File: config.mk
export PLATFORM = sky130hd
export DESIGN_NAME = rea_top
export DESIGN_NICKNAME = d
export VERILOG_FILES = /design/src/design/rea_pkg.sv /design/src/design/rea_evf.sv /design/src/design/rea_top.sv
export VERILOG_INCLUDE_DIRS = /design/src /design/src/design
export SDC_FILE = /design/constraint.sdc
export NUM_CORES = 1
export LEC_CHECK = 0
export ABC_CLOCK_PERIOD_IN_PS = 4700
export BUFFER_PORTS_ARGS = -buffer_cell sky130_fd_sc_hd__buf_4
export CORE_ASPECT_RATIO = 1.25
export CORE_MARGIN = 2
export CORE_UTILIZATION = 55
export DETAILED_ROUTE_END_ITERATION = 6
export PLACE_DENSITY = 0.8
export SYNTH_ARGS = -nofsm -noshare
export SYNTH_HDL_FRONTEND = slang
export SYNTH_HIERARCHICAL = 1
export SYNTH_SLANG_ARGS = --single-unit
File: constraint.sdc
create_clock -name core_clk -period 4.7 [get_ports core_clk]
set_input_delay 0.705 -clock core_clk [delete_from_list [all_inputs] [get_ports core_clk]]
set_output_delay 0.705 -clock core_clk [all_outputs]
set_load 0.01 [all_outputs]
File: src/design/rea_regs.svh
// register addresses, field positions, reset values and timing figures
`ifndef REA_REGS_SVH
`define REA_REGS_SVH

// addresses on the host register port
`define REA_ADDR_SR      8'h07
`define REA_ADDR_INT     8'h08
`define REA_ADDR_EV      8'h09
`define REA_ADDR_ATR     8'h0a
`define REA_ADDR_DTR     8'h0b
`define REA_ADDR_ALM0    8'h0c
`define REA_ADDR_ALM5    8'h11

// status register bits
`define REA_SR_FLAG_AUTO_CLEAR      7
`define REA_SR_EVT       3
`define REA_SR_ALM       2

// interrupt control bits
`define REA_INT_IM       7
`define REA_INT_ALARM_ON     6
`define REA_INT_FOBAT    4
`define REA_INT_FO_HI    3
`define REA_INT_FO_LO    0
`define REA_FO_OFF       4'h0
`define REA_FO_RAW       4'h1

// event config bits
`define REA_EV_PUOFF     7
`define REA_EV_BATOFF    6
`define REA_EV_HALT      5
`define REA_EV_EN        4
`define REA_EV_HYS_HI    3
`define REA_EV_HYS_LO    2
`define REA_EV_SMP_HI    1
`define REA_EV_SMP_LO    0

// trim fields, capacitance in half-pF units
`define REA_ATR_BM_HI    7
`define REA_ATR_BM_LO    6
`define REA_ATR_INV      5
`define REA_CAP_BASE     7'h12
`define REA_BM_D0        7'h00
`define REA_BM_D1        7'h7f
`define REA_BM_D2        7'h01
`define REA_BM_D3        7'h02
`define REA_DTR_SIGN     2
`define REA_DTR_B40      1
`define REA_DTR_B20      0
`define REA_PPM_HI       8'h28
`define REA_PPM_LO       8'h14

// alarm byte compare enable
`define REA_ALM_EN       7

// reset values
`define REA_RST_REG      8'h00
// load capacitance of the default trim code, in half-pF units
`define REA_RST_CAP      7'h32

// times in microseconds, clock in MHz
`define REA_CLK_MHZ      100
`define REA_HYS1_US      3900
`define REA_HYS2_US      15625
`define REA_HYS3_US      31250
`define REA_SMP1_US      500000
`define REA_SMP2_US      1000000
`define REA_SMP3_US      4000000
`define REA_PULSE_US     250000
`define REA_HYS1_CYC     (`REA_HYS1_US * `REA_CLK_MHZ)
`define REA_HYS2_CYC     (`REA_HYS2_US * `REA_CLK_MHZ)
`define REA_HYS3_CYC     (`REA_HYS3_US * `REA_CLK_MHZ)
`define REA_SMP1_CYC     (`REA_SMP1_US * `REA_CLK_MHZ)
`define REA_SMP2_CYC     (`REA_SMP2_US * `REA_CLK_MHZ)
`define REA_SMP3_CYC     (`REA_SMP3_US * `REA_CLK_MHZ)
`define REA_PULSE_CYC    (`REA_PULSE_US * `REA_CLK_MHZ)

`endif

File: src/design/rea_pkg.sv
// shared types of the rtc event, alarm and trim block
package rea_pkg;
    typedef struct packed {
        logic [7:0] wday;
        logic [7:0] month;
        logic [7:0] date;
        logic [7:0] hour;
        logic [7:0] minute;
        logic [7:0] sec;
    } rea_time_s;

    typedef struct packed {
        logic [6:0] cap_x1;
        logic [6:0] cap_x2;
        logic [7:0] ppm;
        logic       freq_trim_en;
    } rea_trim_s;

    typedef enum logic {FLT_IDLE, FLT_WIN} rea_flt_e;
endpackage

File: src/design/rea_evf.sv
// event input sampler and bounce filter
`timescale 1ns/10ps
`default_nettype none
`include "rea_regs.svh"
module rea_evf #(
    parameter logic [31:0] SMP1_CYC = 32'(`REA_SMP1_CYC),
    parameter logic [31:0] SMP2_CYC = 32'(`REA_SMP2_CYC),
    parameter logic [31:0] SMP3_CYC = 32'(`REA_SMP3_CYC),
    parameter logic [31:0] HYS1_CYC = 32'(`REA_HYS1_CYC),
    parameter logic [31:0] HYS2_CYC = 32'(`REA_HYS2_CYC),
    parameter logic [31:0] HYS3_CYC = 32'(`REA_HYS3_CYC)
) (
    // clock and reset
    input  wire logic       core_clk,
    input  wire logic       nrst,
    // configuration
    input  wire logic       run,
    input  wire logic [1:0] sample_rate,
    input  wire logic [1:0] filter_time,
    // pin and result
    input  wire logic       event_input_pin,
    output logic            detect
);
    function automatic logic [31:0] pick(input logic [1:0] code, input logic [31:0] a,
                                         input logic [31:0] b, input logic [31:0] c);
        return (code == 2'h1) ? a : (code == 2'h2) ? b : (code == 2'h3) ? c : 32'h1;
    endfunction

    logic [31:0]       smp_cnt_ff;
    logic [31:0]       nxt_smp_cnt;
    logic [31:0]       win_cnt_ff;
    logic [31:0]       nxt_win_cnt;
    logic [31:0]       smp_len;
    logic [31:0]       win_len;
    logic              smp_tick;
    logic              filtered;
    rea_pkg::rea_flt_e state_ff;
    rea_pkg::rea_flt_e nxt_state;

    assign smp_len     = pick(sample_rate, SMP1_CYC, SMP2_CYC, SMP3_CYC);
    assign win_len     = pick(filter_time, HYS1_CYC, HYS2_CYC, HYS3_CYC);
    assign smp_tick    = (sample_rate == 2'h0) || (smp_cnt_ff >= smp_len - 32'h1);
    assign filtered    = (sample_rate != 2'h0) && (filter_time != 2'h0);
    assign nxt_smp_cnt = (!run || smp_tick) ? 32'h0 : smp_cnt_ff + 32'h1;

    always_comb begin
        nxt_state   = state_ff;
        nxt_win_cnt = 32'h0;
        detect      = 1'b0;
        unique case (state_ff)
            rea_pkg::FLT_IDLE: begin
                if (run && smp_tick && event_input_pin) begin
                    if (filtered) begin
                        nxt_state = rea_pkg::FLT_WIN;
                    end else begin
                        detect = 1'b1;
                    end
                end
            end
            rea_pkg::FLT_WIN: begin
                if (!run || !event_input_pin) begin
                    nxt_state = rea_pkg::FLT_IDLE;
                end else if (win_cnt_ff >= win_len - 32'h1) begin
                    detect    = 1'b1;
                    nxt_state = rea_pkg::FLT_IDLE;
                end else begin
                    nxt_win_cnt = win_cnt_ff + 32'h1;
                end
            end
        endcase
    end

    always_ff @(posedge core_clk or negedge nrst) begin
        if (!nrst) begin
            smp_cnt_ff <= 32'h0;
            win_cnt_ff <= 32'h0;
            state_ff   <= rea_pkg::FLT_IDLE;
        end else begin
            smp_cnt_ff <= nxt_smp_cnt;
            win_cnt_ff <= nxt_win_cnt;
            state_ff   <= nxt_state;
        end
    end
endmodule
`default_nettype wire

File: src/design/rea_top.sv
// event detect configuration, alarm compare and oscillator trim of the rtc
`timescale 1ns/10ps
`default_nettype none
`include "rea_regs.svh"
module rea_top #(
    parameter logic [31:0] SMP1_CYC  = 32'(`REA_SMP1_CYC),
    parameter logic [31:0] SMP2_CYC  = 32'(`REA_SMP2_CYC),
    parameter logic [31:0] SMP3_CYC  = 32'(`REA_SMP3_CYC),
    parameter logic [31:0] HYS1_CYC  = 32'(`REA_HYS1_CYC),
    parameter logic [31:0] HYS2_CYC  = 32'(`REA_HYS2_CYC),
    parameter logic [31:0] HYS3_CYC  = 32'(`REA_HYS3_CYC),
    parameter logic [31:0] PULSE_CYC = 32'(`REA_PULSE_CYC)
) (
    // clock and reset
    input  wire logic               core_clk,
    input  wire logic               nrst,
    // host register port
    input  wire logic               reg_wr,
    input  wire logic               reg_rd_done,
    input  wire logic [7:0]         reg_addr,
    input  wire logic [7:0]         reg_wdata,
    output logic [7:0]              reg_rdata,
    // time counter side
    input  wire rea_pkg::rea_time_s time_now,
    input  wire logic               time_tick,
    input  wire logic               time_write_done,
    input  wire logic               battery_mode,
    output logic                    rtc_halt,
    // event pins
    input  wire logic               event_input_pin,
    output logic                    event_output_n_o,
    output logic                    event_output_n_oe,
    output logic                    event_pullup_off,
    // alarm pin
    output logic                    irq_n_o,
    output logic                    irq_n_oe,
    output logic [3:0]              freq_output,
    // oscillator trim
    output rea_pkg::rea_trim_s      trim
);
    function automatic logic hit(input logic [7:0] a, input logic [7:0] b);
        return a == b;
    endfunction

    logic [7:0]         int_ff;
    logic [7:0]         ev_ff;
    logic [7:0]         atr_ff;
    logic [2:0]         dtr_ff;
    logic [7:0]         alm_ff [6];
    logic               flag_auto_clear_ff;
    logic               alarm_flag_ff;
    logic               event_flag_ff;
    logic               halt_ff;
    logic [31:0]        pulse_cnt_ff;
    logic [7:0]         rdata_ff;
    logic               pullup_off_ff;
    rea_pkg::rea_trim_s trim_ff;
    logic               nxt_alarm_flag;
    logic               nxt_event_flag;
    logic               nxt_halt;
    logic [31:0]        nxt_pulse_cnt;
    rea_pkg::rea_trim_s nxt_trim;
    logic [5:0][7:0]    time_fld;
    logic [5:0]         fld_hit;
    logic [5:0]         fld_en;
    logic               wr_sr;
    logic               wr_int;
    logic               wr_ev;
    logic               wr_atr;
    logic               wr_dtr;
    logic               rd_sr;
    logic               in_alm;
    logic [2:0]         alm_idx;
    logic [7:0]         sr_view;
    logic [7:0]         rd_mux;
    logic               detect;
    logic               ev_en;
    logic               halt_set;
    logic               resume;
    logic               alarm_live;
    logic               pulse_mode;
    logic               alarm_match;
    logic               alarm_clr;
    logic               event_clr;
    logic               pin_off;
    logic [6:0]         bm_delta;
    logic [6:0]         cap_half;
    logic [7:0]         ppm_mag;

    // address decode
    assign wr_sr   = reg_wr && hit(reg_addr, `REA_ADDR_SR);
    assign wr_int  = reg_wr && hit(reg_addr, `REA_ADDR_INT);
    assign wr_ev   = reg_wr && hit(reg_addr, `REA_ADDR_EV);
    assign wr_atr  = reg_wr && hit(reg_addr, `REA_ADDR_ATR);
    assign wr_dtr  = reg_wr && hit(reg_addr, `REA_ADDR_DTR);
    assign rd_sr   = reg_rd_done && hit(reg_addr, `REA_ADDR_SR);
    assign in_alm  = (reg_addr >= `REA_ADDR_ALM0) && (reg_addr <= `REA_ADDR_ALM5);
    assign alm_idx = 3'(reg_addr - `REA_ADDR_ALM0);

    // read selection
    assign sr_view = (8'(flag_auto_clear_ff) << `REA_SR_FLAG_AUTO_CLEAR) | (8'(event_flag_ff) << `REA_SR_EVT)
                   | (8'(alarm_flag_ff) << `REA_SR_ALM);
    assign rd_mux  = hit(reg_addr, `REA_ADDR_SR)  ? sr_view :
                     hit(reg_addr, `REA_ADDR_INT) ? int_ff :
                     hit(reg_addr, `REA_ADDR_EV)  ? ev_ff :
                     hit(reg_addr, `REA_ADDR_ATR) ? atr_ff :
                     hit(reg_addr, `REA_ADDR_DTR) ? {5'h00, dtr_ff} :
                     in_alm                       ? alm_ff[alm_idx] : `REA_RST_REG;

    // event detection
    assign ev_en    = ev_ff[`REA_EV_EN];
    assign halt_set = detect && ev_en && ev_ff[`REA_EV_HALT];
    assign resume   = halt_ff && time_write_done;
    assign nxt_halt = halt_set || (halt_ff && !time_write_done);
    assign event_clr      = wr_sr && !reg_wdata[`REA_SR_EVT];
    assign nxt_event_flag = detect || (event_flag_ff && !event_clr);

    rea_evf #(
        .SMP1_CYC (SMP1_CYC),
        .SMP2_CYC (SMP2_CYC),
        .SMP3_CYC (SMP3_CYC),
        .HYS1_CYC (HYS1_CYC),
        .HYS2_CYC (HYS2_CYC),
        .HYS3_CYC (HYS3_CYC)
    ) u_evf (
        .core_clk        (core_clk),
        .nrst            (nrst),
        .run             (ev_en),
        .sample_rate     (ev_ff[`REA_EV_SMP_HI:`REA_EV_SMP_LO]),
        .filter_time     (ev_ff[`REA_EV_HYS_HI:`REA_EV_HYS_LO]),
        .event_input_pin (event_input_pin),
        .detect          (detect)
    );

    // alarm compare
    assign time_fld = time_now;
    for (genvar i = 0; i < 6; i++) begin : g_alm
        localparam logic [7:0] ADDR = `REA_ADDR_ALM0 + 8'(i);
        always_ff @(posedge core_clk or negedge nrst) begin
            if (!nrst) begin
                alm_ff[i] <= `REA_RST_REG;
            end else if (reg_wr && hit(reg_addr, ADDR)) begin
                alm_ff[i] <= reg_wdata;
            end
        end
        assign fld_en[i]  = alm_ff[i][`REA_ALM_EN];
        assign fld_hit[i] = !fld_en[i] || (alm_ff[i][6:0] == time_fld[i][6:0]);
    end

    assign freq_output = int_ff[`REA_INT_FO_HI:`REA_INT_FO_LO];
    assign pulse_mode  = int_ff[`REA_INT_IM];
    assign alarm_live  = int_ff[`REA_INT_ALARM_ON] && (freq_output == `REA_FO_OFF);
    assign alarm_match = time_tick && !halt_ff && alarm_live && (|fld_en) && (&fld_hit);
    assign alarm_clr   = (wr_sr && !reg_wdata[`REA_SR_ALM]) || (rd_sr && flag_auto_clear_ff);
    assign nxt_alarm_flag = alarm_match || (alarm_flag_ff && !alarm_clr);
    assign nxt_pulse_cnt  = (alarm_match && pulse_mode) ? PULSE_CYC :
                            (pulse_cnt_ff != 32'h0) ? pulse_cnt_ff - 32'h1 : 32'h0;

    // pin drive
    assign pin_off           = battery_mode && int_ff[`REA_INT_FOBAT];
    assign irq_n_o           = 1'b0;
    assign irq_n_oe          = alarm_live && !pin_off
                             && (pulse_mode ? (pulse_cnt_ff != 32'h0) : alarm_flag_ff);
    assign event_output_n_o  = 1'b0;
    assign event_output_n_oe = event_flag_ff && !(battery_mode && ev_ff[`REA_EV_BATOFF]);
    assign event_pullup_off  = pullup_off_ff;
    assign rtc_halt          = halt_ff;
    assign reg_rdata         = rdata_ff;
    assign trim              = trim_ff;

    // trim values
    assign bm_delta = !battery_mode ? `REA_BM_D0 :
                      (atr_ff[`REA_ATR_BM_HI:`REA_ATR_BM_LO] == 2'h1) ? `REA_BM_D1 :
                      (atr_ff[`REA_ATR_BM_HI:`REA_ATR_BM_LO] == 2'h2) ? `REA_BM_D2 :
                      (atr_ff[`REA_ATR_BM_HI:`REA_ATR_BM_LO] == 2'h3) ? `REA_BM_D3 : `REA_BM_D0;
    assign cap_half = `REA_CAP_BASE + {1'b0, !atr_ff[`REA_ATR_INV], atr_ff[4:0]} + bm_delta;
    assign ppm_mag  = (dtr_ff[`REA_DTR_B40] ? `REA_PPM_HI : 8'h00)
                    + (dtr_ff[`REA_DTR_B20] ? `REA_PPM_LO : 8'h00);
    assign nxt_trim.cap_x1       = cap_half;
    assign nxt_trim.cap_x2       = cap_half;
    assign nxt_trim.ppm          = dtr_ff[`REA_DTR_SIGN] ? 8'h00 - ppm_mag : ppm_mag;
    assign nxt_trim.freq_trim_en = (freq_output != `REA_FO_OFF) && (freq_output != `REA_FO_RAW);

    always_ff @(posedge core_clk or negedge nrst) begin
        if (!nrst) begin
            int_ff <= `REA_RST_REG;
            atr_ff <= `REA_RST_REG;
            dtr_ff <= 3'h0;
            flag_auto_clear_ff <= 1'b0;
        end else begin
            if (wr_int) int_ff <= reg_wdata;
            if (wr_atr) atr_ff <= reg_wdata;
            if (wr_dtr) dtr_ff <= reg_wdata[2:0];
            if (wr_sr) flag_auto_clear_ff <= reg_wdata[`REA_SR_FLAG_AUTO_CLEAR];
        end
    end

    always_ff @(posedge core_clk or negedge nrst) begin
        if (!nrst) begin
            ev_ff <= `REA_RST_REG;
        end else if (wr_ev) begin
            ev_ff <= reg_wdata;
        end else if (resume) begin
            ev_ff[`REA_EV_HALT] <= 1'b0;
        end
    end

    always_ff @(posedge core_clk or negedge nrst) begin
        if (!nrst) begin
            alarm_flag_ff <= 1'b0;
            event_flag_ff <= 1'b0;
            halt_ff       <= 1'b0;
            pulse_cnt_ff  <= 32'h0;
            rdata_ff      <= `REA_RST_REG;
            pullup_off_ff <= 1'b0;
            trim_ff       <= '{cap_x1:       `REA_RST_CAP,
                               cap_x2:       `REA_RST_CAP,
                               ppm:          8'h00,
                               freq_trim_en: 1'b0};
        end else begin
            alarm_flag_ff <= nxt_alarm_flag;
            event_flag_ff <= nxt_event_flag;
            halt_ff       <= nxt_halt;
            pulse_cnt_ff  <= nxt_pulse_cnt;
            rdata_ff      <= rd_mux;
            pullup_off_ff <= ev_ff[`REA_EV_PUOFF];
            trim_ff       <= nxt_trim;
        end
    end
endmodule
`default_nettype wire

-- After elaboration in Yosys (flattened, before gate mapping)
Index checks and enable logic that the tools add are counted.
- bits of input ports: 72
- bits in registers: 201
- output and inout port bits: 41
- logic and storage cells: 187
- order comparisons: 5
- muxes and demuxes: 41
- reduce and logical (&&, ||, !) cells: 76
- equality and inequality tests: 27
- bitwise logic cells: 4
- add/subtract/negate cells: 10
- operators by type and width (kind ; count):
    $mux W32 ; 10
    $sub A32 B1 Y32 const B ; 3
    $mux W8 ; 9
    $add A32 B1 Y32 const B ; 2
    $eq A8 B4 Y1 const B ; 8
    $ge A32 B32 Y1 ; 2
    $eq A7 B7 Y1 ; 6
    $logic_and A1 B1 Y1 ; 37
    $reduce_bool A32 Y1 ; 1
    $mux W29 ; 1
    $bmux W8 S3 ; 1
    $mux W22 ; 1
    $logic_not A1 Y1 ; 17
    $eq A8 B5 Y1 const B ; 2
    $mux W7 ; 2
    $logic_or A1 B1 Y1 ; 13
    $eq A2 B2 Y1 const B ; 6
    $mux W1 ; 11
    $eq A8 B3 Y1 const B ; 1
    $ge A8 B4 Y1 const B ; 1
    $le A8 B5 Y1 const B ; 1
    $or A8 B3 Y8 ; 1
    $or A8 B4 Y8 ; 1
    $sub A1 B7 Y8 const A ; 1
    other kinds (19) ; 25

-- Longest topological paths before layout
- word-level depth: 14
- gate-level depth with buffers: 13
- depth with buffers taken out: 13

-- Modules after synthesis
Netlist, hierarchy kept.
- by module, submodules not included (module ; instances ; area each (µm²) ; seq. area each (µm²) ; cells an instance):
    rea_top ; 1 ; 7046.8 ; 3331.9 ; 633
    rea_evf ; 1 ; 4177.8 ; 1626.6 ; 439

-- Worst setup path before layout
OpenSTA, ideal clock, no wires.
- path kind: register -> output
- from: register pulse_cnt_ff[10]
- to: output port irq_n_oe
- path slack: 1827 ps
- stages on the path, launching flop included: 8
- arrival time: 2168 ps
- cell sequence: dfrtp_1 -> or4_1 -> nand4bb_1 -> clkbuf_1 -> nor4_1 -> and4b_1 -> clkbuf_1 -> a211oi_1
- longest elaborated chain between the ends: 3
- RTL lines (element ; RTL line ; RTL):
    from (decl) ; rea_top.sv:54 ; logic [31:0] pulse_cnt_ff;
    from (signal assigned) ; rea_top.sv:224 ; pulse_cnt_ff <= nxt_pulse_cnt;
    $reduce_bool A32 Y1 ; rea_top.sv:163 ; && (pulse_mode ? (pulse_cnt_ff != 32'h0) : alarm_flag_ff);
    $mux W1 ; rea_top.sv:163 ;
    $logic_and A1 B1 Y1 ; rea_top.sv:163 ;
    to (decl) ; rea_top.sv:36 ; output logic irq_n_oe,
Every way passes these cells.

-- Worst setup path after layout
Ends and elaborated chain as after synthesis.

==> flow_summary_export.csv <==
group,metric,value,unit
cts,cts.sinks,198,
yosys,ys_types,68,
route,ant_nets,0,
route,drt_iter0_drc,582,
power,clkPwrFrac,38.2,%
setup_path,r2r_start,"ev_ff[0]",
setup_path,r2r_setup_slack,1400,ps
power,irDropWorstVdd,0.221,mV
timing,fmax,294,MHz
timing,period_needed,3400,ps
finish,post-route-util,63.6,%
floorplan,die_w,132,µm
timing,skew,12.9,ps
timing,setup_tns,0,ps
floorplan,fp.dieH,164,µm
yosys,synthFlopType,"dfrtp_1",
floorplan,start_util,55.8,%
route,vias_per_cell,5.70,
route,drt_wl_total,25400,µm
yosys,synth-edff-count,0,
global_routing,grt_pass1_vias,8264,
cts,clk_pin_slew,70,ps
yosys,synth_top_cells_by_count,"195 x dfrtp_1, 106 x nor2_1, 81 x ha_1",
finish,antenna_cells,0,
timing,fin_crit_sh,72.4,%
timing,slew_headroom,6.85,%
cts,htreeDepth,4,
setup_path,r2r_end,"u_evf/smp_cnt_ff[11]",
setup_path,cp.required,3990,ps
finish,area_delta_synth_final,13.9,%
setup_path,critPathLaunch,"pulse_cnt_ff[10]",
finish,drive_gt1_share,20.7,%
yosys,synth_most_common_cell,"dfrtp_1",
place,portBuffers,102,
floorplan,rows,58,
global_routing,grt_pass1_wl,41300,µm
power,p_comb_share,12.9,%
timing,worstMarginPinSlew,1390,ps
flow_run,cap_violations,0,
finish,nets,1323,
setup_path,rr_worst_depth,10,
cts,cts-hold-fix-buffers,0,
floorplan,placeableCoreArea,0.0201,mm²
status,status,"completed",
cts,numCtsBuffers,17,
setup_path,path_class,"reg -> out",
power,p_sw,1.02,mW
cts,cts_tree,"done",
global_routing,grt.overflow.total,0,
global_routing,grt_max_degree,102,
min_path,hold_path.class,"in -> async",
cts,cts_root_buffer,"clkbuf_16",
yosys,seq_area_frac_synth,44.2,%
global_routing,grt_use_total,24.3,%
setup_path,worstSetupStartpointType,"register",
yosys,synth_top_area_cell,"dfrtp_1",
setup_path,end_kind,"primary output",
global_routing,antenna_found_initial,0,
floorplan,io_pins,113,
yosys,synthArstFlopShare,100,%
setup_path,critical_path_peak_fanout,9,
route,vias,8278,
place,place.gp.congestion,0.868,
power,p_leak,5.78,nW
yosys,synth_top_cell_area_share,43.5,%
cts,post_cts_buffers,0,
yosys,avgSynthCellArea,10.5,µm²
power,powerDensity,302,mW/mm²
yosys,syn_area,0.0112,mm²
cts,cts-resized-gates,0,
route,drc,0,
place,dp_hpwl,18200,µm
floorplan,die_area,0.0216,mm²
power,p_int,2.84,mW
timing,finalSetupViolCount,0,
power,switching_share,26.5,%
route,wire_per_inst,17.5,µm
setup_path,worstPathArrival,2700,ps
yosys,synth_area_leaders,"dfrtp_1 43%, ha_1 9.0%, mux2_2 7.8%",
timing,drv_slew,0,
timing,rsz0062_at_grt,"no",
power,p_seq_share,48.9,%
route,dr.pass1.iters,5,
cts,cts_max_path_buffers,2,
yosys,synth-seq-cells,198,
yosys,netlist_instances,1072,
timing,hold_viol,0,
yosys,yosysWarnings,6,
cts,clkLatencyLatePin,440,ps
## through the flow
stage	area [µm²]	hold WS, ps	power (mW)	worst slack, ps	std cells
after global placement	12200	442	2.40	1490	1420
after detailed placement	12200	446	2.42	1400	1420
after global routing	12800	428	4.02	1130	1452
after CTS	12800	392	3.88	1280	1452
final	12800	346	3.86	1300	1452
after floorplan	11300	370	2.21	1830	1085
## cells in the final DEF (no fill, tap or decap), drive strengths merged, types with 16 or more instances in the layout
cell,Yosys,final
conb,3,16
a21oi,33,33
nand3,31,31
xor2,61,61
o21ai,38,38
nand4,26,26
nand2,69,69
clkbuf,14,21
nor2,106,106
ha,81,81
inv,52,57
dfrtp,195,195
buf,30,108
mux2,78,78
xnor2,64,64
nor3,41,41
## routing by layer
layer | wire, µm | vias up | global-route usage, %
met1 | 10800 | 4076 | 30.5
met5 | 0 | - | 0
li1 | - | 3931 | -
met4 | 669 | 0 | 8.60
met2 | 12900 | 222 | 42.8
met3 | 1070 | 49 | 3.70
## power by group through the flow
stage | combinational [mW] | clock (mW) | sequential (mW)
final | 0.500 | 1.48 | 1.89
after global routing | 0.555 | 1.57 | 1.90
after CTS | 0.503 | 1.49 | 1.89
after detailed placement | 0.499 | 0 | 1.92
after global placement | 0.481 | 0 | 1.91
after floorplan | 0.312 | 0 | 1.90
## logic make-up after synthesis
group | after synthesis | synth area share (%)
and+or+nand+nor | 349 | 15.5
DFF | 198 | 44.2
AOI/OAI and AO/OA | 129 | 7.65
xor gates and xnor gates | 125 | 9.75
buffers and inverters | 96 | 4.07
muxes | 90 | 9.56
adders and majority gates | 82 | 9.21
other | 3 | 0.100
## worst max-delay path by stage
stage | endpoint | cells after the start | slack (ps)
global placement | u_evf/smp_cnt_ff[29] | 10 | 1490
floorplan | irq_n_oe | 7 | 1830
finish | irq_n_oe | 6 | 1300
detailed placement | u_evf/smp_cnt_ff[11] | 10 | 1400
CTS | irq_n_oe | 6 | 1280
global route | irq_n_oe | 6 | 1130
## sequential cells by signal (all words and copies together), names as in the netlist, 8 cells and up
signal,cells
alm_ff,48
pulse_cnt_ff,32
u_evf/smp_cnt_ff,32
u_evf/win_cnt_ff,32
trim,13
atr_ff,8
ev_ff,8
int_ff,8
reg_rdata,8
## final cells by class
cell class	instances	area, µm²
Fill cell	1589	7320
Tap cell	270	338
Clock buffer	20	447
Clock inverter	12	141
Multi-Input combinational cell	791	5860
Inverter	52	195
Sequential cell	198	4960
Timing Repair Buffer	109	837
## worst max-delay path, cell delays in order (launching register included)
cell	delay, ps
dfrtp_1	400
or4_1	550
nand4bb_1	440
nor4_1	320
and4b_1	280
a211oi_1	110
buf_4	160
No activity file was read; power rests on OpenSTA's default activity.
